===== config.mk =====
export PLATFORM = sky130hd
export DESIGN_NAME = pieb_irq_bank
export DESIGN_NICKNAME = d
export VERILOG_FILES = /design/src/unused_placeholder_never.sv /design/src/pieb_pkg.sv /design/src/pieb_flag_bank.sv /design/src/pieb_irq_bank.sv
export SDC_FILE = /design/constraint.sdc
export NUM_CORES = 1
export LEC_CHECK = 0
export BUFFER_PORTS_ARGS = -buffer_cell sky130_fd_sc_hd__buf_2
export CAP_MARGIN = 10
export CORE_UTILIZATION = 49
export DETAILED_ROUTE_END_ITERATION = 6
export HOLD_SLACK_MARGIN = 0.03
export MAX_ROUTING_LAYER = met4
export PLACE_DENSITY = 0.79
export SETUP_SLACK_MARGIN = 0.15
export SLEW_MARGIN = 20
export SYNTH_ARGS = -nofsm -noshare
export SYNTH_HDL_FRONTEND = slang
export SYNTH_HIERARCHICAL = 1
export SYNTH_SLANG_ARGS = --single-unit

===== constraint.sdc =====
create_clock -name aclk -period 5.2 [get_ports aclk]
set_input_delay 0.52 -clock aclk [delete_from_list [all_inputs] [get_ports aclk]]
set_output_delay 0.52 -clock aclk [all_outputs]
set_load 0.02 [all_outputs]

===== src/unused_placeholder_never.sv =====
`default_nettype none
`default_nettype wire


===== src/pieb_pkg.sv =====
// Functional notes
// - No peripheral request without peripheral gate set
// - Flags set on events, ignoring any enable
// - Enable bit 1: serial two collision
// - Enable bit 0: serial two transfer
// - Unimplemented bits read zero, ignore writes
// - Flag reads one while pending
// - All implemented bits reset to zero
// - Flags1: gate bit7, timer2 bit1, overflow bit0
// - Flags1: converter bit6, serial bit3, capture bit2
// - Flags1: uart bits 5,4, read-only
// - Flags2 bit7: oscillator failure flag
// - Flags2: comparator two bit6, one bit5
// - Flags2: eeprom bit4, serial collision bit3
// - Flags2 bit0 capture two; bits 2,1 absent
// - Flags3: capture four bit5, three bit4
// - Flags3: timer six bit3, timer four bit1
`default_nettype none

package pieb_pkg;

    // ****************************************
    // Bus geometry
    // ****************************************
    localparam int PIEB_ADDR_W = 8;
    localparam int PIEB_DATA_W = 32;
    localparam int PIEB_REG_W = 8;
    localparam logic [1:0] PIEB_RESP_OKAY = 2'h0;
    localparam logic [1:0] PIEB_RESP_DECERR = 2'h3;

    // ****************************************
    // Register byte addresses
    // ****************************************
    localparam logic [PIEB_ADDR_W-1:0] PIEB_ADDR_CORE_CTRL = 8'h00;
    localparam logic [PIEB_ADDR_W-1:0] PIEB_ADDR_ENABLE_1 = 8'h04;
    localparam logic [PIEB_ADDR_W-1:0] PIEB_ADDR_ENABLE_2 = 8'h08;
    localparam logic [PIEB_ADDR_W-1:0] PIEB_ADDR_ENABLE_3 = 8'h0c;
    localparam logic [PIEB_ADDR_W-1:0] PIEB_ADDR_SERIAL_TWO_EN = 8'h10;
    localparam logic [PIEB_ADDR_W-1:0] PIEB_ADDR_FLAGS_1 = 8'h14;
    localparam logic [PIEB_ADDR_W-1:0] PIEB_ADDR_FLAGS_2 = 8'h18;
    localparam logic [PIEB_ADDR_W-1:0] PIEB_ADDR_FLAGS_3 = 8'h1c;

    // ****************************************
    // Field positions
    // ****************************************
    localparam int PIEB_BIT_GLOBAL_GATE = 7;
    localparam int PIEB_BIT_PERIPH_GATE = 6;
    localparam int PIEB_BIT_S2_COLLISION = 1;
    localparam int PIEB_BIT_S2_TRANSFER = 0;
    // Flags 1
    localparam int PIEB_BIT_TIMER_ONE_GATE = 7;
    localparam int PIEB_BIT_CONVERTER_DONE = 6;
    localparam int PIEB_BIT_UART_RECEIVE = 5;
    localparam int PIEB_BIT_UART_TRANSMIT = 4;
    localparam int PIEB_BIT_SERIAL_ONE = 3;
    localparam int PIEB_BIT_CAPTURE_ONE = 2;
    localparam int PIEB_BIT_TIMER_TWO = 1;
    localparam int PIEB_BIT_TIMER_ONE_OVF = 0;
    // Flags 2
    localparam int PIEB_BIT_OSC_FAIL = 7;
    localparam int PIEB_BIT_COMPARATOR_TWO = 6;
    localparam int PIEB_BIT_COMPARATOR_ONE = 5;
    localparam int PIEB_BIT_EEPROM_DONE = 4;
    localparam int PIEB_BIT_SERIAL_ONE_COLL = 3;
    localparam int PIEB_BIT_CAPTURE_TWO = 0;
    // Flags 3
    localparam int PIEB_BIT_CAPTURE_FOUR = 5;
    localparam int PIEB_BIT_CAPTURE_THREE = 4;
    localparam int PIEB_BIT_TIMER_SIX = 3;
    localparam int PIEB_BIT_TIMER_FOUR = 1;

    // ****************************************
    // Implemented-bit masks and reset values
    // ****************************************
    localparam logic [PIEB_REG_W-1:0] PIEB_MASK_CORE_CTRL = 8'hc0;
    localparam logic [PIEB_REG_W-1:0] PIEB_MASK_ENABLE_1 = 8'hff;
    localparam logic [PIEB_REG_W-1:0] PIEB_MASK_ENABLE_2 = 8'hf9;
    localparam logic [PIEB_REG_W-1:0] PIEB_MASK_ENABLE_3 = 8'h3a;
    localparam logic [PIEB_REG_W-1:0] PIEB_MASK_SERIAL_TWO_EN = 8'h03;
    localparam logic [PIEB_REG_W-1:0] PIEB_SW_MASK_FLAGS_1 = 8'hcf;
    localparam logic [PIEB_REG_W-1:0] PIEB_HW_MASK_FLAGS_1 = 8'h30;
    localparam logic [PIEB_REG_W-1:0] PIEB_SW_MASK_FLAGS_2 = 8'hf9;
    localparam logic [PIEB_REG_W-1:0] PIEB_SW_MASK_FLAGS_3 = 8'h3a;
    localparam logic [PIEB_REG_W-1:0] PIEB_HW_MASK_NONE = 8'h00;
    localparam logic [PIEB_REG_W-1:0] PIEB_REG_RESET = 8'h00;

    // ****************************************
    // Bus state machines
    // ****************************************
    typedef enum logic [1:0] {
        PIEB_WR_IDLE = 2'b01,
        PIEB_WR_RESP = 2'b10
    } pieb_wr_e;

    typedef enum logic [1:0] {
        PIEB_RD_IDLE = 2'b01,
        PIEB_RD_DATA = 2'b10
    } pieb_rd_e;

endpackage : pieb_pkg

`default_nettype wire


===== src/pieb_flag_bank.sv =====
`default_nettype none

module pieb_flag_bank
    import pieb_pkg::*;
#(
    parameter int WIDTH = PIEB_REG_W,
    parameter logic [WIDTH-1:0] SW_MASK = '0,
    parameter logic [WIDTH-1:0] HW_MASK = '0
) (
    // Clock and reset
    input wire logic aclk,
    input wire logic aresetn,
    // Hardware side
    input wire logic [WIDTH-1:0] set_pulse,
    input wire logic [WIDTH-1:0] hw_level,
    // Software write
    input wire logic wr_en,
    input wire logic [WIDTH-1:0] wr_data,
    // Flag values
    output logic [WIDTH-1:0] flags
);

    typedef struct packed {
        logic [WIDTH-1:0] flags;
    } pieb_fb_s;

    pieb_fb_s st_r;
    pieb_fb_s st_nxt;
    logic [WIDTH-1:0] bit_nxt;

    genvar gi;
    generate
        for (gi = 0; gi < WIDTH; gi++) begin : g_bit
            if (SW_MASK[gi]) begin : g_sw
                // Set beats a clear landing in the same cycle
                assign bit_nxt[gi] = set_pulse[gi] | (wr_en ? wr_data[gi] : st_r.flags[gi]);
            end else if (HW_MASK[gi]) begin : g_hw
                assign bit_nxt[gi] = hw_level[gi];
            end else begin : g_none
                assign bit_nxt[gi] = 1'b0;
            end
        end
    endgenerate

    always_comb begin
        st_nxt.flags = bit_nxt;
        if (!aresetn) begin
            st_nxt.flags = '0;
        end
    end

    always_ff @(posedge aclk) begin
        st_r <= st_nxt;
    end

    assign flags = st_r.flags;

endmodule : pieb_flag_bank

`default_nettype wire


===== src/pieb_irq_bank.sv =====
`default_nettype none

module pieb_irq_bank
    import pieb_pkg::*;
(
    // Clock and reset
    input wire logic aclk,
    input wire logic aresetn,
    // AXI4-Lite write address
    input wire logic [PIEB_ADDR_W-1:0] s_axi_awaddr,
    input wire logic [2:0] s_axi_awprot,
    input wire logic s_axi_awvalid,
    output logic s_axi_awready,
    // AXI4-Lite write data
    input wire logic [PIEB_DATA_W-1:0] s_axi_wdata,
    input wire logic [PIEB_DATA_W/8-1:0] s_axi_wstrb,
    input wire logic s_axi_wvalid,
    output logic s_axi_wready,
    // AXI4-Lite write response
    output logic [1:0] s_axi_bresp,
    output logic s_axi_bvalid,
    input wire logic s_axi_bready,
    // AXI4-Lite read address
    input wire logic [PIEB_ADDR_W-1:0] s_axi_araddr,
    input wire logic [2:0] s_axi_arprot,
    input wire logic s_axi_arvalid,
    output logic s_axi_arready,
    // AXI4-Lite read data
    output logic [PIEB_DATA_W-1:0] s_axi_rdata,
    output logic [1:0] s_axi_rresp,
    output logic s_axi_rvalid,
    input wire logic s_axi_rready,
    // Peripheral events, first flag register
    input wire logic timer_one_gate_flag_set,
    input wire logic converter_done_flag_set,
    input wire logic uart_receive_pending,
    input wire logic uart_transmit_pending,
    input wire logic serial_one_transfer_flag_set,
    input wire logic capture_unit_one_flag_set,
    input wire logic timer_two_match_flag_set,
    input wire logic timer_one_overflow_flag_set,
    // Peripheral events, second flag register
    input wire logic oscillator_failure_flag_set,
    input wire logic comparator_two_flag_set,
    input wire logic comparator_one_flag_set,
    input wire logic eeprom_write_done_flag_set,
    input wire logic serial_one_collision_flag_set,
    input wire logic capture_unit_two_flag_set,
    // Peripheral events, third flag register
    input wire logic capture_unit_four_flag_set,
    input wire logic capture_unit_three_flag_set,
    input wire logic timer_six_match_flag_set,
    input wire logic timer_four_match_flag_set,
    // Second serial port flag levels, held elsewhere
    input wire logic serial_two_collision_pending,
    input wire logic serial_two_transfer_pending,
    // To core interrupt logic
    output logic peripheral_irq_request,
    output logic global_irq_gate,
    output logic peripheral_irq_gate
);

    // ****************************************
    // State
    // ****************************************
    typedef struct packed {
        pieb_wr_e wst;
        pieb_rd_e rst;
        logic aw_got;
        logic w_got;
        logic [PIEB_ADDR_W-1:0] awaddr;
        logic [PIEB_REG_W-1:0] wdata;
        logic wlane;
        logic [1:0] bresp;
        logic [PIEB_DATA_W-1:0] rdata;
        logic [1:0] rresp;
        logic [PIEB_REG_W-1:0] core_ctrl;
        logic [PIEB_REG_W-1:0] enable_1;
        logic [PIEB_REG_W-1:0] enable_2;
        logic [PIEB_REG_W-1:0] enable_3;
        logic [PIEB_REG_W-1:0] serial_two_irq_enable;
        logic irq;
    } pieb_state_s;

    pieb_state_s st_r;
    pieb_state_s st_nxt;

    logic [PIEB_REG_W-1:0] set_1;
    logic [PIEB_REG_W-1:0] set_2;
    logic [PIEB_REG_W-1:0] set_3;
    logic [PIEB_REG_W-1:0] uart_levels;
    logic [PIEB_REG_W-1:0] flags_1;
    logic [PIEB_REG_W-1:0] flags_2;
    logic [PIEB_REG_W-1:0] flags_3;
    logic [PIEB_REG_W-1:0] serial_two_levels;
    logic [PIEB_REG_W-1:0] wr_flags;
    logic wr_fl_1;
    logic wr_fl_2;
    logic wr_fl_3;
    logic commit;
    logic [PIEB_ADDR_W-1:0] wa;
    logic [PIEB_ADDR_W-1:0] ra;

    // ****************************************
    // Event vectors
    // ****************************************
    always_comb begin
        set_1 = '0;
        set_1[PIEB_BIT_TIMER_ONE_GATE] = timer_one_gate_flag_set;
        set_1[PIEB_BIT_TIMER_TWO] = timer_two_match_flag_set;
        set_1[PIEB_BIT_TIMER_ONE_OVF] = timer_one_overflow_flag_set;
        set_1[PIEB_BIT_CONVERTER_DONE] = converter_done_flag_set;
        set_1[PIEB_BIT_SERIAL_ONE] = serial_one_transfer_flag_set;
        set_1[PIEB_BIT_CAPTURE_ONE] = capture_unit_one_flag_set;
        uart_levels = '0;
        uart_levels[PIEB_BIT_UART_RECEIVE] = uart_receive_pending;
        uart_levels[PIEB_BIT_UART_TRANSMIT] = uart_transmit_pending;
        set_2 = '0;
        set_2[PIEB_BIT_OSC_FAIL] = oscillator_failure_flag_set;
        set_2[PIEB_BIT_COMPARATOR_TWO] = comparator_two_flag_set;
        set_2[PIEB_BIT_COMPARATOR_ONE] = comparator_one_flag_set;
        set_2[PIEB_BIT_EEPROM_DONE] = eeprom_write_done_flag_set;
        set_2[PIEB_BIT_SERIAL_ONE_COLL] = serial_one_collision_flag_set;
        set_2[PIEB_BIT_CAPTURE_TWO] = capture_unit_two_flag_set;
        set_3 = '0;
        set_3[PIEB_BIT_CAPTURE_FOUR] = capture_unit_four_flag_set;
        set_3[PIEB_BIT_CAPTURE_THREE] = capture_unit_three_flag_set;
        set_3[PIEB_BIT_TIMER_SIX] = timer_six_match_flag_set;
        set_3[PIEB_BIT_TIMER_FOUR] = timer_four_match_flag_set;
        serial_two_levels = '0;
        serial_two_levels[PIEB_BIT_S2_COLLISION] = serial_two_collision_pending;
        serial_two_levels[PIEB_BIT_S2_TRANSFER] = serial_two_transfer_pending;
    end

    // ****************************************
    // Flag banks
    // ****************************************
    pieb_flag_bank #(
        .WIDTH(PIEB_REG_W),
        .SW_MASK(PIEB_SW_MASK_FLAGS_1),
        .HW_MASK(PIEB_HW_MASK_FLAGS_1)
    ) u_flags_1 (
        .aclk(aclk),
        .aresetn(aresetn),
        .set_pulse(set_1),
        .hw_level(uart_levels),
        .wr_en(wr_fl_1),
        .wr_data(wr_flags),
        .flags(flags_1)
    );

    pieb_flag_bank #(
        .WIDTH(PIEB_REG_W),
        .SW_MASK(PIEB_SW_MASK_FLAGS_2),
        .HW_MASK(PIEB_HW_MASK_NONE)
    ) u_flags_2 (
        .aclk(aclk),
        .aresetn(aresetn),
        .set_pulse(set_2),
        .hw_level(PIEB_HW_MASK_NONE),
        .wr_en(wr_fl_2),
        .wr_data(wr_flags),
        .flags(flags_2)
    );

    pieb_flag_bank #(
        .WIDTH(PIEB_REG_W),
        .SW_MASK(PIEB_SW_MASK_FLAGS_3),
        .HW_MASK(PIEB_HW_MASK_NONE)
    ) u_flags_3 (
        .aclk(aclk),
        .aresetn(aresetn),
        .set_pulse(set_3),
        .hw_level(PIEB_HW_MASK_NONE),
        .wr_en(wr_fl_3),
        .wr_data(wr_flags),
        .flags(flags_3)
    );

    // ****************************************
    // Write decode for flag banks
    // ****************************************
    assign commit = (st_r.wst == PIEB_WR_IDLE) && st_r.aw_got && st_r.w_got;
    assign wa = {st_r.awaddr[PIEB_ADDR_W-1:2], 2'h0};
    assign ra = {s_axi_araddr[PIEB_ADDR_W-1:2], 2'h0};
    assign wr_flags = st_r.wdata;

    always_comb begin
        wr_fl_1 = 1'b0;
        wr_fl_2 = 1'b0;
        wr_fl_3 = 1'b0;
        if (commit && st_r.wlane) begin
            if (wa == PIEB_ADDR_FLAGS_1) begin
                wr_fl_1 = 1'b1;
            end else if (wa == PIEB_ADDR_FLAGS_2) begin
                wr_fl_2 = 1'b1;
            end else if (wa == PIEB_ADDR_FLAGS_3) begin
                wr_fl_3 = 1'b1;
            end
        end
    end

    // ****************************************
    // Bus and register logic
    // ****************************************
    always_comb begin
        st_nxt = st_r;
        // Write channel: address and data accepted in either order
        if (s_axi_awvalid && s_axi_awready) begin
            st_nxt.aw_got = 1'b1;
            st_nxt.awaddr = s_axi_awaddr;
        end
        if (s_axi_wvalid && s_axi_wready) begin
            st_nxt.w_got = 1'b1;
            st_nxt.wdata = s_axi_wdata[PIEB_REG_W-1:0];
            st_nxt.wlane = s_axi_wstrb[0];
        end
        case (st_r.wst)
            PIEB_WR_IDLE: begin
                if (commit) begin
                    st_nxt.aw_got = 1'b0;
                    st_nxt.w_got = 1'b0;
                    st_nxt.wst = PIEB_WR_RESP;
                    st_nxt.bresp = PIEB_RESP_OKAY;
                    if (wa == PIEB_ADDR_CORE_CTRL) begin
                        if (st_r.wlane) begin
                            st_nxt.core_ctrl = st_r.wdata & PIEB_MASK_CORE_CTRL;
                        end
                    end else if (wa == PIEB_ADDR_ENABLE_1) begin
                        if (st_r.wlane) begin
                            st_nxt.enable_1 = st_r.wdata & PIEB_MASK_ENABLE_1;
                        end
                    end else if (wa == PIEB_ADDR_ENABLE_2) begin
                        if (st_r.wlane) begin
                            st_nxt.enable_2 = st_r.wdata & PIEB_MASK_ENABLE_2;
                        end
                    end else if (wa == PIEB_ADDR_ENABLE_3) begin
                        if (st_r.wlane) begin
                            st_nxt.enable_3 = st_r.wdata & PIEB_MASK_ENABLE_3;
                        end
                    end else if (wa == PIEB_ADDR_SERIAL_TWO_EN) begin
                        if (st_r.wlane) begin
                            st_nxt.serial_two_irq_enable = st_r.wdata & PIEB_MASK_SERIAL_TWO_EN;
                        end
                    end else if ((wa == PIEB_ADDR_FLAGS_1) || (wa == PIEB_ADDR_FLAGS_2) ||
                                 (wa == PIEB_ADDR_FLAGS_3)) begin
                        st_nxt.bresp = PIEB_RESP_OKAY;
                    end else begin
                        st_nxt.bresp = PIEB_RESP_DECERR;
                    end
                end
            end
            PIEB_WR_RESP: begin
                if (s_axi_bready) begin
                    st_nxt.wst = PIEB_WR_IDLE;
                end
            end
            default: begin
                st_nxt.wst = PIEB_WR_IDLE;
            end
        endcase
        // Read channel
        case (st_r.rst)
            PIEB_RD_IDLE: begin
                if (s_axi_arvalid) begin
                    st_nxt.rst = PIEB_RD_DATA;
                    st_nxt.rdata = '0;
                    st_nxt.rresp = PIEB_RESP_OKAY;
                    if (ra == PIEB_ADDR_CORE_CTRL) begin
                        st_nxt.rdata[PIEB_REG_W-1:0] = st_r.core_ctrl;
                    end else if (ra == PIEB_ADDR_ENABLE_1) begin
                        st_nxt.rdata[PIEB_REG_W-1:0] = st_r.enable_1;
                    end else if (ra == PIEB_ADDR_ENABLE_2) begin
                        st_nxt.rdata[PIEB_REG_W-1:0] = st_r.enable_2;
                    end else if (ra == PIEB_ADDR_ENABLE_3) begin
                        st_nxt.rdata[PIEB_REG_W-1:0] = st_r.enable_3;
                    end else if (ra == PIEB_ADDR_SERIAL_TWO_EN) begin
                        st_nxt.rdata[PIEB_REG_W-1:0] = st_r.serial_two_irq_enable;
                    end else if (ra == PIEB_ADDR_FLAGS_1) begin
                        st_nxt.rdata[PIEB_REG_W-1:0] = flags_1;
                    end else if (ra == PIEB_ADDR_FLAGS_2) begin
                        st_nxt.rdata[PIEB_REG_W-1:0] = flags_2;
                    end else if (ra == PIEB_ADDR_FLAGS_3) begin
                        st_nxt.rdata[PIEB_REG_W-1:0] = flags_3;
                    end else begin
                        st_nxt.rresp = PIEB_RESP_DECERR;
                    end
                end
            end
            PIEB_RD_DATA: begin
                if (s_axi_rready) begin
                    st_nxt.rst = PIEB_RD_IDLE;
                end
            end
            default: begin
                st_nxt.rst = PIEB_RD_IDLE;
            end
        endcase
        // Request to core; global gate is left to the core itself
        st_nxt.irq = st_r.core_ctrl[PIEB_BIT_PERIPH_GATE] &&
                     (|(flags_1 & st_r.enable_1) || |(flags_2 & st_r.enable_2) ||
                      |(flags_3 & st_r.enable_3) ||
                      |(serial_two_levels & st_r.serial_two_irq_enable));
        if (!aresetn) begin
            st_nxt.wst = PIEB_WR_IDLE;
            st_nxt.rst = PIEB_RD_IDLE;
            st_nxt.aw_got = 1'b0;
            st_nxt.w_got = 1'b0;
            st_nxt.awaddr = '0;
            st_nxt.wdata = '0;
            st_nxt.wlane = 1'b0;
            st_nxt.bresp = PIEB_RESP_OKAY;
            st_nxt.rdata = '0;
            st_nxt.rresp = PIEB_RESP_OKAY;
            st_nxt.core_ctrl = PIEB_REG_RESET;
            st_nxt.enable_1 = PIEB_REG_RESET;
            st_nxt.enable_2 = PIEB_REG_RESET;
            st_nxt.enable_3 = PIEB_REG_RESET;
            st_nxt.serial_two_irq_enable = PIEB_REG_RESET;
            st_nxt.irq = 1'b0;
        end
    end

    always_ff @(posedge aclk) begin
        st_r <= st_nxt;
    end

    // ****************************************
    // Outputs
    // ****************************************
    assign s_axi_awready = (st_r.wst == PIEB_WR_IDLE) && !st_r.aw_got;
    assign s_axi_wready = (st_r.wst == PIEB_WR_IDLE) && !st_r.w_got;
    assign s_axi_bvalid = (st_r.wst == PIEB_WR_RESP);
    assign s_axi_bresp = st_r.bresp;
    assign s_axi_arready = (st_r.rst == PIEB_RD_IDLE);
    assign s_axi_rvalid = (st_r.rst == PIEB_RD_DATA);
    assign s_axi_rdata = st_r.rdata;
    assign s_axi_rresp = st_r.rresp;
    assign peripheral_irq_request = st_r.irq;
    assign global_irq_gate = st_r.core_ctrl[PIEB_BIT_GLOBAL_GATE];
    assign peripheral_irq_gate = st_r.core_ctrl[PIEB_BIT_PERIPH_GATE];

endmodule : pieb_irq_bank

`default_nettype wire


==> run summary, run 1 <==
The number of sinks driven by the clock tree came out at 72. The total inserted antenna cells is 0. The count of endpoints failing hold in the final timing report came to 0. The number of distinct standard cells referenced by the synthesized netlist is 44. The clock transition at the registers of the reported paths came out at 0.08 ns. Setup repair after global routing left no endpoint under its margin. The share of the clock period used by the worst path after layout is 41.0%. The standby leakage power is 1.69 nW. The global placement routability congestion is 0.872. The minimum period implied by the final worst setup slack came out at 2.13 ns. The area growth from synthesis to layout is 11.1%. The worst setup path is of the reg2reg kind. The warning count from the yosys run came out at 6.

The critical path required time came out at 5.44 ns. The summed negative setup slack over all endpoints is 0 ns. The worst hold path passes through 2 cells. The count of max-cap constraint violations came out at 0.

The placement-stage cell area came out at 3700 um2. In this run the clock root is driven by a sky130_fd_sc_hd__clkbuf_8. TritonCTS built the clock tree. Based on the critical path, the design can be clocked at up to 469 MHz. The number of detailed-routing iterations run before antenna repair is 4.

The number of violations reported at the end of detailed-routing iteration 0 came out at 151. After synthesis, flip-flops and latches occupy 40.8% of the total area. The initial antenna violation count came out at 0. After synthesis, the most frequently instantiated cells are sky130_fd_sc_hd__dfxtp_1, sky130_fd_sc_hd__nand2_1, sky130_fd_sc_hd__buf_4, sky130_fd_sc_hd__mux2i_1, sky130_fd_sc_hd__nor2_1. The starting utilization of the core area is 51.5%. Along the worst path, the maximum fanout reaches 6. The residual overflow from global routing is 0.

The number of placed I/O pins came out at 129. The count of pins over their slew limit was 0. The total via count after detailed routing is 2779. STA classifies the critical path startpoint as a register. The number of nets with antenna violations after routing is 0. The synthesized netlist occupies a cell area of 3530 um2. No sink is reached through more buffers than the 2 on the longest clock path.

The wire length of the first global-routing pass came out at 12.3 mm. The path length in cells of the critical path came out at 5. At the pin with the least slew margin, the transition time is 0.750 ns. The DRC violation count after routing came out at 0. Walking the worst path, the cells encountered are and4b_4 -> nand4_1 -> nor2_1 -> mux2_4 -> o21a_1. The count of mapped cells out of synthesis is 386. Global routing consumed, over all layers together, 22.0% of the routing resources. The number of global-route vias before repair came out at 2551. The area fraction of the dominant cell type after synthesis came out at 40.8%. For this run, the slowest stage of the critical path takes 0.60 ns. Counting the fill cells in the layout gives 642. The post-CTS setup-driven buffer insertion count is 0. The cell count of the worst reg-to-reg path is 5.

The quantity of hold-fixing buffers added after cts is 0. The number of failing setup endpoints in the final timing report is 0. The worst clock skew is 0.00759 ns. The arrival time at the worst endpoint is 2.37 ns.

TritonCTS created 9 clock buffers. The startpoint of the lowest-slack register-to-register path is st_r[95]. The HPWL after detailed placement is 5.79 mm.

In the synthesized netlist the dominant register cell turns out to be sky130_fd_sc_hd__dfxtp_1. The worst hold path belongs to the class in2reg. The startpoint identified for the worst hold timing path is comparator_two_flag_set. After synthesis the netlist holds a flip-flop and latch count of 72. The mean cell area of the mapped netlist is 9.16 um2.

Summed over all instances, the cell type with the most area after synthesis is sky130_fd_sc_hd__dfxtp_1. The number of resized instances in the post-cts repair step is 0. STA classifies the critical path endpoint as a register. The utilization after layout came out at 57.2%. The total detailed-routing wirelength is 7.72 mm. The endpoint of the worst hold path is u_flags_2/flags[6].

The number of flops mapped to enable cells by yosys is 0. The fraction of layout cells with a size suffix above 1 is 25.3%. The worst slew margin relative to its limit is 49.6%. The worst slack after detailed placement is 2.94 ns.

The peak supply drop is 263 uV. Counting flops with an async set or reset pin after synthesis yields a share of 0%. Power spread over the standard cell area amounts to 313 nW/um2. The count of H-tree levels built during CTS is 3. Setup slack on the critical path of the routed design comes to 3.07 ns. The die span in x came out at 86.9 um. The net count reported at finish came out at 518. The kind of cell adding the most delay to the critical path is simple AND/OR/NAND/NOR gates. Together, buffers and inverters on the worst path number 0. The area of all placed cells without fillers came out at 3930 um2. The slowest stage of the critical path belongs to the cell sky130_fd_sc_hd__nor2_1. The largest net degree at the start of global routing is 53.

The area of the core is 6870 um2. The cell with the most instances after synthesis is sky130_fd_sc_hd__dfxtp_1. The source-to-sink clock delay at the later pin of the worst-skew pair came out at 0.35 ns. The number of vias per cell after detailed routing came out at 5.20. The run finished with clean final reports. The total of buffers placed on input and output ports is 67. The area of the die came out at 7560 um2.

In this run the critical register-to-register path is captured at u_flags_2/flags[3]. Sorting the synthesized cells by area gives the leading types as sky130_fd_sc_hd__dfxtp_1, sky130_fd_sc_hd__buf_4, sky130_fd_sc_hd__mux2i_1. The worst-case register-to-register setup slack came out at 3.07 ns. The average wire per standard cell came out at 14.5 um. The number of standard-cell rows in the floorplan came out at 30. The final non-filler cell total is 534. The count of placed standard cells including taps came out at 518.

The floorplan die height came out at 86.9 um.
==> area by class of cell <==
class	count	area (um2)	share of cell area, %
Timing Repair Buffer	69	350	8.92
Tap cell	96	120	3.06
Multi-Input combinational cell	276	1780	45.3
Clock inverter	7	95.1	2.42
Sequential cell	72	1440	36.7
Clock buffer	9	124	3.15
Inverter	5	18.8	0.478
==> registers in the layout (all words and copies together), names as in the netlist <==
signal and cells:
s_axi_rdata 8, s_axi_rresp 1, u_flags_3/flags 4, wr_flags 8, u_flags_2/flags 6, s_axi_bresp 1
st_r 33, global_irq_gate 1, peripheral_irq_request 1, u_flags_1/flags 8, peripheral_irq_gate 1
==> power by group <==
part	switching [W]	internal, W	total, W
sequential	0.0000238	0.000575	0.000598
combinational	0.0000835	0.0000600	0.000144
clock	0.000215	0.000271	0.000486
total	0.000323	0.000905	0.00123
==> metrics by stage <==
stage / hold WS [ns] / power (W)
finish: 0.377 / 0.00123
global route: 0.379 / 0.00128
detailed placement: 0.442 / 0.000753
floorplan: 0.426 / 0.000727
global placement: 0.439 / 0.000748
CTS: 0.368 / 0.00124
==> layout by cell type, fill, tap and decap left out, types with 4 or more instances in the layout <==
cell,netlist,final
sky130_fd_sc_hd__conb_1,3,30
sky130_fd_sc_hd__o21a_1,16,16
sky130_fd_sc_hd__o31ai_1,4,4
sky130_fd_sc_hd__nor2b_1,8,8
sky130_fd_sc_hd__nand2b_1,4,4
sky130_fd_sc_hd__o21ai_0,17,17
sky130_fd_sc_hd__a21oi_1,10,10
sky130_fd_sc_hd__clkbuf_8,0,9
sky130_fd_sc_hd__mux2_2,9,9
sky130_fd_sc_hd__mux2_4,12,12
sky130_fd_sc_hd__buf_2,4,67
sky130_fd_sc_hd__mux2i_1,25,25
sky130_fd_sc_hd__dfxtp_1,72,72
sky130_fd_sc_hd__nor3_1,7,7
sky130_fd_sc_hd__inv_1,5,5
sky130_fd_sc_hd__a22o_1,6,6
sky130_fd_sc_hd__nor2_1,20,20
sky130_fd_sc_hd__nand3_1,10,10
sky130_fd_sc_hd__nand2_1,55,55
sky130_fd_sc_hd__a221oi_1,9,9
==> worst max path at each step <==
stage / end / slack, ns / startpoint
after floorplan: u_flags_1/flags[0] / 3.46 / st_r[99]
final: u_flags_2/flags[3] / 3.07 / st_r[95]
after global routing: u_flags_2/flags[3] / 2.97 / st_r[95]
after detailed placement: s_axi_rdata[0] / 2.94 / aresetn
after CTS: u_flags_2/flags[3] / 3.07 / st_r[99]
after global placement: s_axi_rdata[4] / 2.98 / aresetn
==> kinds of logic (layout without fill, tap and decap cells) <==
family,after synthesis,after routing,synth area share [%]
other,3,30,0.319
buffers and inverters,65,90,11.9
muxes,47,47,15.7
AOI/OAI and AO/OA,75,75,14.6
and+or+nand+nor,124,124,16.7
DFF,72,72,40.8
==> per-layer routing <==
layer	share of wire, %	GRT usage [%]	vias up
li1	-	-	1381
met2	45	32.7	99
met5	0	-	-
met1	46	28.3	1282
met3	6.0	4.27	17
met4	2.4	11.2	0
(Power assumes the default switching activity.)
==> run 2: changes to the inputs <==
--- a/config.mk
+++ b/config.mk
@@ -5,13 +5,14 @@
 export SDC_FILE = /design/constraint.sdc
 export NUM_CORES = 1
 export LEC_CHECK = 0
+export ABC_AREA = 1
 export BUFFER_PORTS_ARGS = -buffer_cell sky130_fd_sc_hd__buf_2
 export CAP_MARGIN = 10
-export CORE_UTILIZATION = 49
+export CORE_UTILIZATION = 45
 export DETAILED_ROUTE_END_ITERATION = 6
 export HOLD_SLACK_MARGIN = 0.03
 export MAX_ROUTING_LAYER = met4
-export PLACE_DENSITY = 0.79
+export PLACE_DENSITY = 0.76
 export SETUP_SLACK_MARGIN = 0.15
 export SLEW_MARGIN = 20
 export SYNTH_ARGS = -nofsm -noshare
==> constraint.sdc (replaced) <==
create_clock -name aclk -period 1.73 [get_ports aclk]
set_input_delay 0.173 -clock aclk [delete_from_list [all_inputs] [get_ports aclk]]
set_output_delay 0.173 -clock aclk [all_outputs]
set_load 0.02 [all_outputs]
==> run 2 against run 1 <==
Design area grew 11%. Clock skew increased by 0.0011 ns. Via count is 25% higher. Largest power group unchanged. Fmax increased by 25%. Register-to-register slack worse by 3.0 ns.
==> run summary, run 2 <==
In the layout the commonest cells are sky130_fd_sc_hd__nand2_1, sky130_fd_sc_hd__dfxtp_1, sky130_fd_sc_hd__buf_2, sky130_fd_sc_hd__inv_1, sky130_fd_sc_hd__a21oi_1. The warning count from the yosys run came out at 6 (unchanged). The starting utilization of the core area came out at 47.1% (-4.4 points).

The power density over cell area came to 906 nW/um2 (+190%). The least setup slack across all paths after layout is 0.0252 ns (-3.04 ns). The flip-flop cell with the highest count after synthesis is sky130_fd_sc_hd__dfxtp_1. st_r holds more flip-flops than any other register. The worst-case register-to-register setup slack is 0.03 ns (-3.04 ns). The library cell used as clock root buffer is sky130_fd_sc_hd__clkbuf_8. Leaving out fill and tap cells, the most frequent cell in the layout is sky130_fd_sc_hd__nand2_1. The minimum period implied by the final worst setup slack is 1.70 ns (-0.429 ns). The highest net fanout along the worst path is 6 (unchanged). The post-synth design cell area was 3680 um2 (+4.0%). The final non-filler cell total came to 717 (+34%). The run finished with clean final reports. The class of the worst hold path is in2reg. The worst setup path is captured at a register. The initial antenna violation count came to 0 (unchanged). Setup repair after global routing could not meet its margin everywhere. The clock group share of total power came out at 41.4% (+1.8 points). The HPWL after detailed placement is 6.93 mm (+20%). The total via count after detailed routing is 3483 (+25%). The average wire per standard cell came to 12.9 um (-11%).

The number of violations reported at the end of detailed-routing iteration 0 is 170 (+13%). The part of the total power dissipated in sequential elements is 46.0% (-2.7 points). The source-to-sink clock delay at the later pin of the worst-skew pair came out at 0.34 ns (about the same). The area of the die is 8540 um2 (+13%). The global placement routability congestion is 0.880 (+0.94%).

The fraction of layout cells with a size suffix above 1 was 23.3% (-2.1 points). The total inserted antenna cells is 0 (unchanged). The critical path required time came out at 1.97 ns (-3.47 ns). The number of flip-flops under the largest register name is 33 (unchanged).

The slew at the pin with the worst max-slew slack came out at 0.521 ns (-0.228 ns). The peak supply drop was 393 uV (+50%). The TritonCTS clock tree is done. The maximum operating frequency is 587 MHz (+25%). The cell-internal power came out at 0.00291 W (+220%). The worst hold slack across all endpoints came out at 0.0603 ns (-0.317 ns). The number of failing setup endpoints in the final timing report is 0 (unchanged). The utilization after layout came out at 55.8% (-1.4 points). The layout-stage area growth over the synthesis result came out at 18.4%. The area of all placed cells without fillers is 4360 um2 (+11%).

The maximum root-to-sink buffer count is 2 (unchanged). The post-synthesis sequential element count came out at 72 (unchanged). The largest net degree at the start of global routing is 19 (-64%). The die span in x is 92.4 um (+6.3%). The count of pins over their slew limit was 0 (unchanged). The count of placed standard cells including taps came out at 694 (+34%).

The number of vias per cell after detailed routing came out at 4.86 (-6.7%). The worst setup path is of the reg2reg kind. The net count reported at finish is 695 (+34%).

The count of endpoints failing hold in the final timing report was 0 (unchanged). The worst clock skew is 0.00868 ns (+0.00108 ns). The area fraction of the dominant cell type after synthesis came out at 39.2% (-1.6 points). The total of buffers placed on input and output ports is 67 (unchanged).

The number of nets with antenna violations after routing came out at 0 (unchanged). The most common cell in the synthesized netlist is sky130_fd_sc_hd__nand2_1. The number of distinct standard cells referenced by the synthesized netlist came out at 31 (-30%).

The total track usage is 23.6% (+1.6 points). The wire length of the first global-routing pass is 15.2 mm (+24%). The commonest cells after synthesis are sky130_fd_sc_hd__nand2_1, sky130_fd_sc_hd__dfxtp_1, sky130_fd_sc_hd__inv_1, sky130_fd_sc_hd__a21oi_1, sky130_fd_sc_hd__nor2_1.

The residual overflow from global routing is 0 (unchanged). The worst slack after detailed placement is 0.0236 ns (-2.91 ns). The total detailed-routing wirelength is 9.24 mm (+20%). The number of placed I/O pins came out at 129 (unchanged). The worst slew margin relative to its limit came to 65.2% (+16 points).

The standby leakage power came to 2.22 nW (+32%). The net load switching power came out at 0.00104 W (+220%). The number of sinks driven by the clock tree is 72 (unchanged).

The cell accounting for the most synthesized area is sky130_fd_sc_hd__dfxtp_1. The number of standard-cell rows in the floorplan came out at 32 (+6.7%). The worst setup path is launched from a register.

The async set-or-reset flop fraction in the synthesized netlist came out at 0% (unchanged). The number of global-route vias before repair came out at 3289 (+29%). The clock transition at the registers of the reported paths is 0.08 ns (about the same).

The mean cell area of the mapped netlist came out at 6.82 um2 (-25%). The share of the clock period used by the worst path after layout was 98.5% (+58 points). The number of detailed-routing iterations run before antenna repair was 5 (+1). The sequential area share after synthesis is 39.2% (-1.6 points). Ranked by total cell area, the synthesized netlist is headed by sky130_fd_sc_hd__dfxtp_1, sky130_fd_sc_hd__nand2_1, sky130_fd_sc_hd__buf_4. The total clock buffers created by CTS came to 9 (unchanged).

The area of the core was 7810 um2 (+14%). The count of max-cap constraint violations is 0 (unchanged). The count of mapped cells out of synthesis is 539 (+40%). The count of H-tree levels built during CTS is 3 (unchanged). The fraction of power consumed by combinational cells came out at 12.6% (+0.9 points). The arrival time at the worst endpoint came out at 1.94 ns (-0.43 ns). The floorplan die height came out at 92.4 um (+6.3%). The fraction of power spent switching nets was 26.3% (about the same).

The DRC violation count after routing is 0 (unchanged). The placement-stage cell area is 3980 um2 (+7.3%). The number of flops mapped to enable cells by yosys is 0 (unchanged).
run 2: cell count changes after synthesis, sizes merged, moves of 8 or more:
cell | previous run | this run
a21oi | 10 | 51
inv | 5 | 84
mux2 | 21 | 0
mux2i | 25 | 0
nand2 | 56 | 135
nand3 | 10 | 25
nor2 | 20 | 50
nor2b | 8 | 0
o21a | 16 | 0
o21ai | 17 | 37
run 2: critical path, stage by stage (launching register included):
cell and delay (ns):
sky130_fd_sc_hd__dfxtp_1 0.31, sky130_fd_sc_hd__or2_1 0.21, sky130_fd_sc_hd__or2_4 0.26, sky130_fd_sc_hd__nor3_4 0.20, sky130_fd_sc_hd__inv_2 0.08, sky130_fd_sc_hd__nor2_2 0.14
sky130_fd_sc_hd__buf_6 0.14, sky130_fd_sc_hd__inv_2 0.04, sky130_fd_sc_hd__nand2_1 0.05, sky130_fd_sc_hd__nand3_1 0.06, sky130_fd_sc_hd__nand2_1 0.06, sky130_fd_sc_hd__inv_1 0.04
run 2: worst paths after layout:
| check | startpoint | cells past startpoint | end |
|---|---|---|---|
| worst min register to register | s_axi_rdata[2] | 2 | s_axi_rdata[2] |
| worst max-delay path | st_r[93] | 11 | u_flags_3/flags[3] |
| worst min-delay path | s_axi_rready | 3 | st_r[96] |
| worst max register to register | st_r[93] | 11 | u_flags_3/flags[3] |
run 2: timing repair:
action | CTS | global route
endpoints found under the hold margin | 2 | 0
hold buffers | 2 | 0
gates resized for setup | 6 | 16
buffers inserted | 3 | 2
pin swaps | 4 | 4
setup endpoints to repair | 22 | 37
run 2: area by class of cell:
class | instances | area (um2)
Fill cell | 771 | 3450
Multi-Input combinational cell | 355 | 1680
Tap cell | 102 | 128
Clock buffer | 11 | 141
Inverter | 84 | 325
Timing Repair Buffer | 88 | 541
Clock inverter | 5 | 104
Sequential cell | 72 | 1440
run 2: metrics by stage:
stage / TNS [ns] / power (W)
floorplan: 0 / 0.00221
global placement: 0 / 0.00230
detailed placement: 0 / 0.00232
CTS: 0 / 0.00395
global route: -0.569 / 0.00413
finish: 0 / 0.00395
run 2: metal layers:
metal	GRT usage (%)	up-vias	part of all wire, %
met5	-	-	0
met4	8.59	0	1.5
met3	4.52	16	5.8
met2	38.3	127	48
met1	29.2	1572	45
li1	-	1768	-
run 2: kinds of logic (layout without fill, tap and decap cells):
group / after synthesis / count (layout) / share of synthesized area (%)
and+or+nand+nor: 224 / 224 / 26.2
DFF: 72 / 72 / 39.2
AOI/OAI and AO/OA: 101 / 101 / 14.8
buffers and inverters: 139 / 188 / 19.5
other: 3 / 30 / 0.306
run 2: power groups by stage:
stage / clock, W / combinational [W] / sequential, W
2_1_floorplan: 0 / 0.000386 / 0.00182
3_3_place_gp: 0 / 0.000458 / 0.00185
3_5_place_dp: 0 / 0.000469 / 0.00185
4_1_cts: 0.00165 / 0.000484 / 0.00181
5_1_grt: 0.00174 / 0.000564 / 0.00182
6_report: 0.00163 / 0.000499 / 0.00182
==> run 3: changes to the inputs <==
==> constraint.sdc (replaced) <==
create_clock -name aclk -period 1.73 [get_ports aclk]
set_input_delay 0.173 -clock aclk [delete_from_list [all_inputs] [get_ports aclk]]
set_output_delay 0.173 -clock aclk [all_outputs]
set_load 0.01 [all_outputs]
==> run 3 against run 2 <==
Wire length is essentially flat. First-iteration DRC count is the same. Highest routed layer unchanged. Critical path type unchanged. Worst setup slack is the same.
==> run summary, run 3 (same netlist as run 2, synthesis figures left out) <==
The count of max-cap constraint violations is 0 (unchanged). Setup repair after global routing could not meet its margin everywhere. The peak supply drop is 393 uV (about the same). The count of H-tree levels built during CTS came to 3 (unchanged).

The area taken by multi-input logic gates is 1680 um2 (unchanged). The worst slack after detailed placement is 0.0236 ns (unchanged). The worst register-to-register path begins at st_r[93]. The wire length of the first global-routing pass is 15.2 mm (unchanged).

The count of pins over their slew limit came to 0 (unchanged). The number of failing setup endpoints in the final timing report came to 0 (unchanged). The maximum root-to-sink buffer count is 2 (unchanged). The area of the die is 8540 um2 (unchanged). The total clock buffers created by CTS came out at 9 (unchanged). The number of nets with antenna violations after routing came out at 0 (unchanged). The standby leakage power came out at 2.22 nW (about the same). The class of the worst hold path is in2reg.

The placement-stage cell area is 3980 um2 (unchanged). The cell count of the worst reg-to-reg path is 11 (unchanged). The starting utilization of the core area is 47.1% (unchanged). The floorplan die height is 92.4 um (unchanged).

The number of violations reported at the end of detailed-routing iteration 0 came to 170 (unchanged). The least setup slack across all paths after layout is 0.0252 ns (unchanged). The number of fill cells in the layout is 771 (unchanged). The endpoint identified for the worst register-to-register timing path is u_flags_3/flags[3]. The die span in x was 92.4 um (unchanged). Counting flops per register, the top entry is st_r. The maximum operating frequency came out at 587 MHz (unchanged). The count of endpoints failing hold in the final timing report is 0 (unchanged).

The number of flip-flops under the largest register name came out at 33 (unchanged). The power consumption is 0.00391 W (-0.99%). The number of vias per cell after detailed routing was 4.86 (unchanged). The layout-stage area growth over the synthesis result is 18.4% (about the same).

The share of the clock period used by the worst path after layout came out at 98.5% (unchanged). The cell-internal power came out at 0.00291 W (about the same). The total detailed-routing wirelength is 9.24 mm (about the same).

The critical path required time is 1.97 ns (about the same). The average wire per standard cell is 12.9 um (about the same). The number of global-route vias before repair came out at 3289 (unchanged). The clock group share of total power is 41.8% (+0.4 points).

The source-to-sink clock delay at the later pin of the worst-skew pair is 0.34 ns (about the same). The total of buffers placed on input and output ports came out at 67 (unchanged). The global-route met2 utilization came to 38.3% (unchanged). The residual overflow from global routing is 0 (unchanged). The fraction of power consumed by combinational cells came out at 11.8% (-0.8 points).

The area of all placed cells without fillers came out at 4350 um2 (about the same). The fraction of power spent switching nets was 25.6% (-0.68 points). The power density over cell area is 898 nW/um2 (-0.94%). The worst slew margin relative to its limit came out at 65.2% (unchanged).

The part of the total power dissipated in sequential elements came out at 46.5% (+0.5 points). STA classifies the critical path startpoint as a register. The area of all sequential standard cells came out at 1440 um2 (unchanged). The slew at the pin with the worst max-slew slack is 0.521 ns (unchanged). The HPWL after detailed placement is 6.93 mm (unchanged). The worst clock skew came out at 0.00868 ns (unchanged). The largest net degree at the start of global routing came to 19 (unchanged).

In this run the worst setup path begins at st_r[93]. The TritonCTS clock tree is done. The arrival time at the worst endpoint is 1.94 ns (about the same).

The worst-case register-to-register setup slack came out at 0.03 ns (about the same). Leaving out fill and tap cells, the most frequent cells in the layout are sky130_fd_sc_hd__nand2_1, sky130_fd_sc_hd__dfxtp_1, sky130_fd_sc_hd__buf_2, sky130_fd_sc_hd__inv_1, sky130_fd_sc_hd__a21oi_1. The peak-usage layer in the global routing report is met2. The critical path endpoint category is a register. The initial antenna violation count came to 0 (unchanged). The global placement routability congestion came out at 0.880 (unchanged). The total track usage came out at 23.6% (unchanged). The number of placed I/O pins is 129 (unchanged).

The clock transition at the registers of the reported paths came to 0.08 ns (about the same). In this run the clock root is driven by a sky130_fd_sc_hd__clkbuf_8. The total via count after detailed routing is 3483 (unchanged). The fraction of layout cells with a size suffix above 1 is 23.3% (unchanged). The DRC violation count after routing is 0 (unchanged). The type of the worst setup path is reg2reg.

The run finished with clean final reports. The number of sinks driven by the clock tree was 72 (unchanged). The global-route met1 utilization is 29.2% (unchanged). The minimum period implied by the final worst setup slack is 1.70 ns (unchanged).

The total inserted antenna cells is 0 (unchanged). The net load switching power is 0.00100 W (-3.6%). In this run the worst setup path terminates at u_flags_3/flags[3]. The number of detailed-routing iterations run before antenna repair came out at 5 (unchanged).

The net count reported at finish came out at 695 (unchanged). The summed negative setup slack over all endpoints is 0 ns (unchanged). The number of standard-cell rows in the floorplan is 32 (unchanged). The met3 track demand over resource is 4.52% (unchanged). The library cell used most frequently in the layout, excluding fill and tap cells, is sky130_fd_sc_hd__nand2_1. The area of the core is 7810 um2 (unchanged). The highest net fanout along the worst path came out at 6 (unchanged).
run 3: stage by stage:
step | cells | utilization (%) | hold WS (ns)
final | 717 | 55.8 | 0.0603
after CTS | 715 | 55.0 | 0.0453
after global routing | 717 | 55.8 | 0.0486
after detailed placement | 694 | 50.9 | 0.371
after floorplan | 566 | - | 0.271
after global placement | 694 | 50.9 | 0.364
run 3: power by group through the flow:
stage / sequential (W) / clock (W) / combinational (W)
CTS: 0.00181 / 0.00165 / 0.000447
floorplan: 0.00182 / 0 / 0.000348
detailed placement: 0.00185 / 0 / 0.000432
global placement: 0.00185 / 0 / 0.000421
global route: 0.00182 / 0.00174 / 0.000525
finish: 0.00182 / 0.00163 / 0.000460
run 3: timing repair:
| action | 4_1_cts | 5_1_grt |
|---|---|---|
| buffers inserted | 3 | 2 |
| setup endpoints to repair | 22 | 36 |
| pin swaps | 4 | 4 |
| endpoints found under the hold margin | 2 | 0 |
| hold buffers | 2 | 0 |
| gates resized for setup | 6 | 15 |
run 3: per-layer routing:
layer	share of wire, %	routed length, um
met1	45	4160
met5	0	0
met3	5.8	540
met4	1.5	140
met2	48	4390
run 3: final cells by class:
cell class | count | area share, %
well taps | 102 | 2.93
multi-input cells | 355 | 38.5
clock buffers | 11 | 3.25
flip-flops and latches | 72 | 33.1
clock inverters | 5 | 2.39
repair buffers | 88 | 12.4
inverters | 84 | 7.47
run 3: how the worst min path moves through the flow:
stage                                from                 end  slack, ns  depth (start not counted)
floorplan                         aresetn  u_flags_2/flags[3]       0.27                          2
global placement    uart_transmit_pending  u_flags_1/flags[4]       0.36                          3
detailed placement  uart_transmit_pending  u_flags_1/flags[4]       0.37                          3
CTS                          s_axi_rready            st_r[96]       0.05                          3
global route                 s_axi_rready            st_r[96]       0.05                          3
finish                       s_axi_rready            st_r[96]       0.06                          3
run 3: critical path: stages (launching register included):
cell and delay [ns]:
sky130_fd_sc_hd__dfxtp_1 0.31, sky130_fd_sc_hd__or2_1 0.21, sky130_fd_sc_hd__or2_4 0.26, sky130_fd_sc_hd__nor3_4 0.20, sky130_fd_sc_hd__inv_2 0.08, sky130_fd_sc_hd__nor2_2 0.14
sky130_fd_sc_hd__buf_6 0.14, sky130_fd_sc_hd__inv_2 0.04, sky130_fd_sc_hd__nand2_1 0.05, sky130_fd_sc_hd__nand3_1 0.06, sky130_fd_sc_hd__nand2_1 0.06, sky130_fd_sc_hd__inv_1 0.04
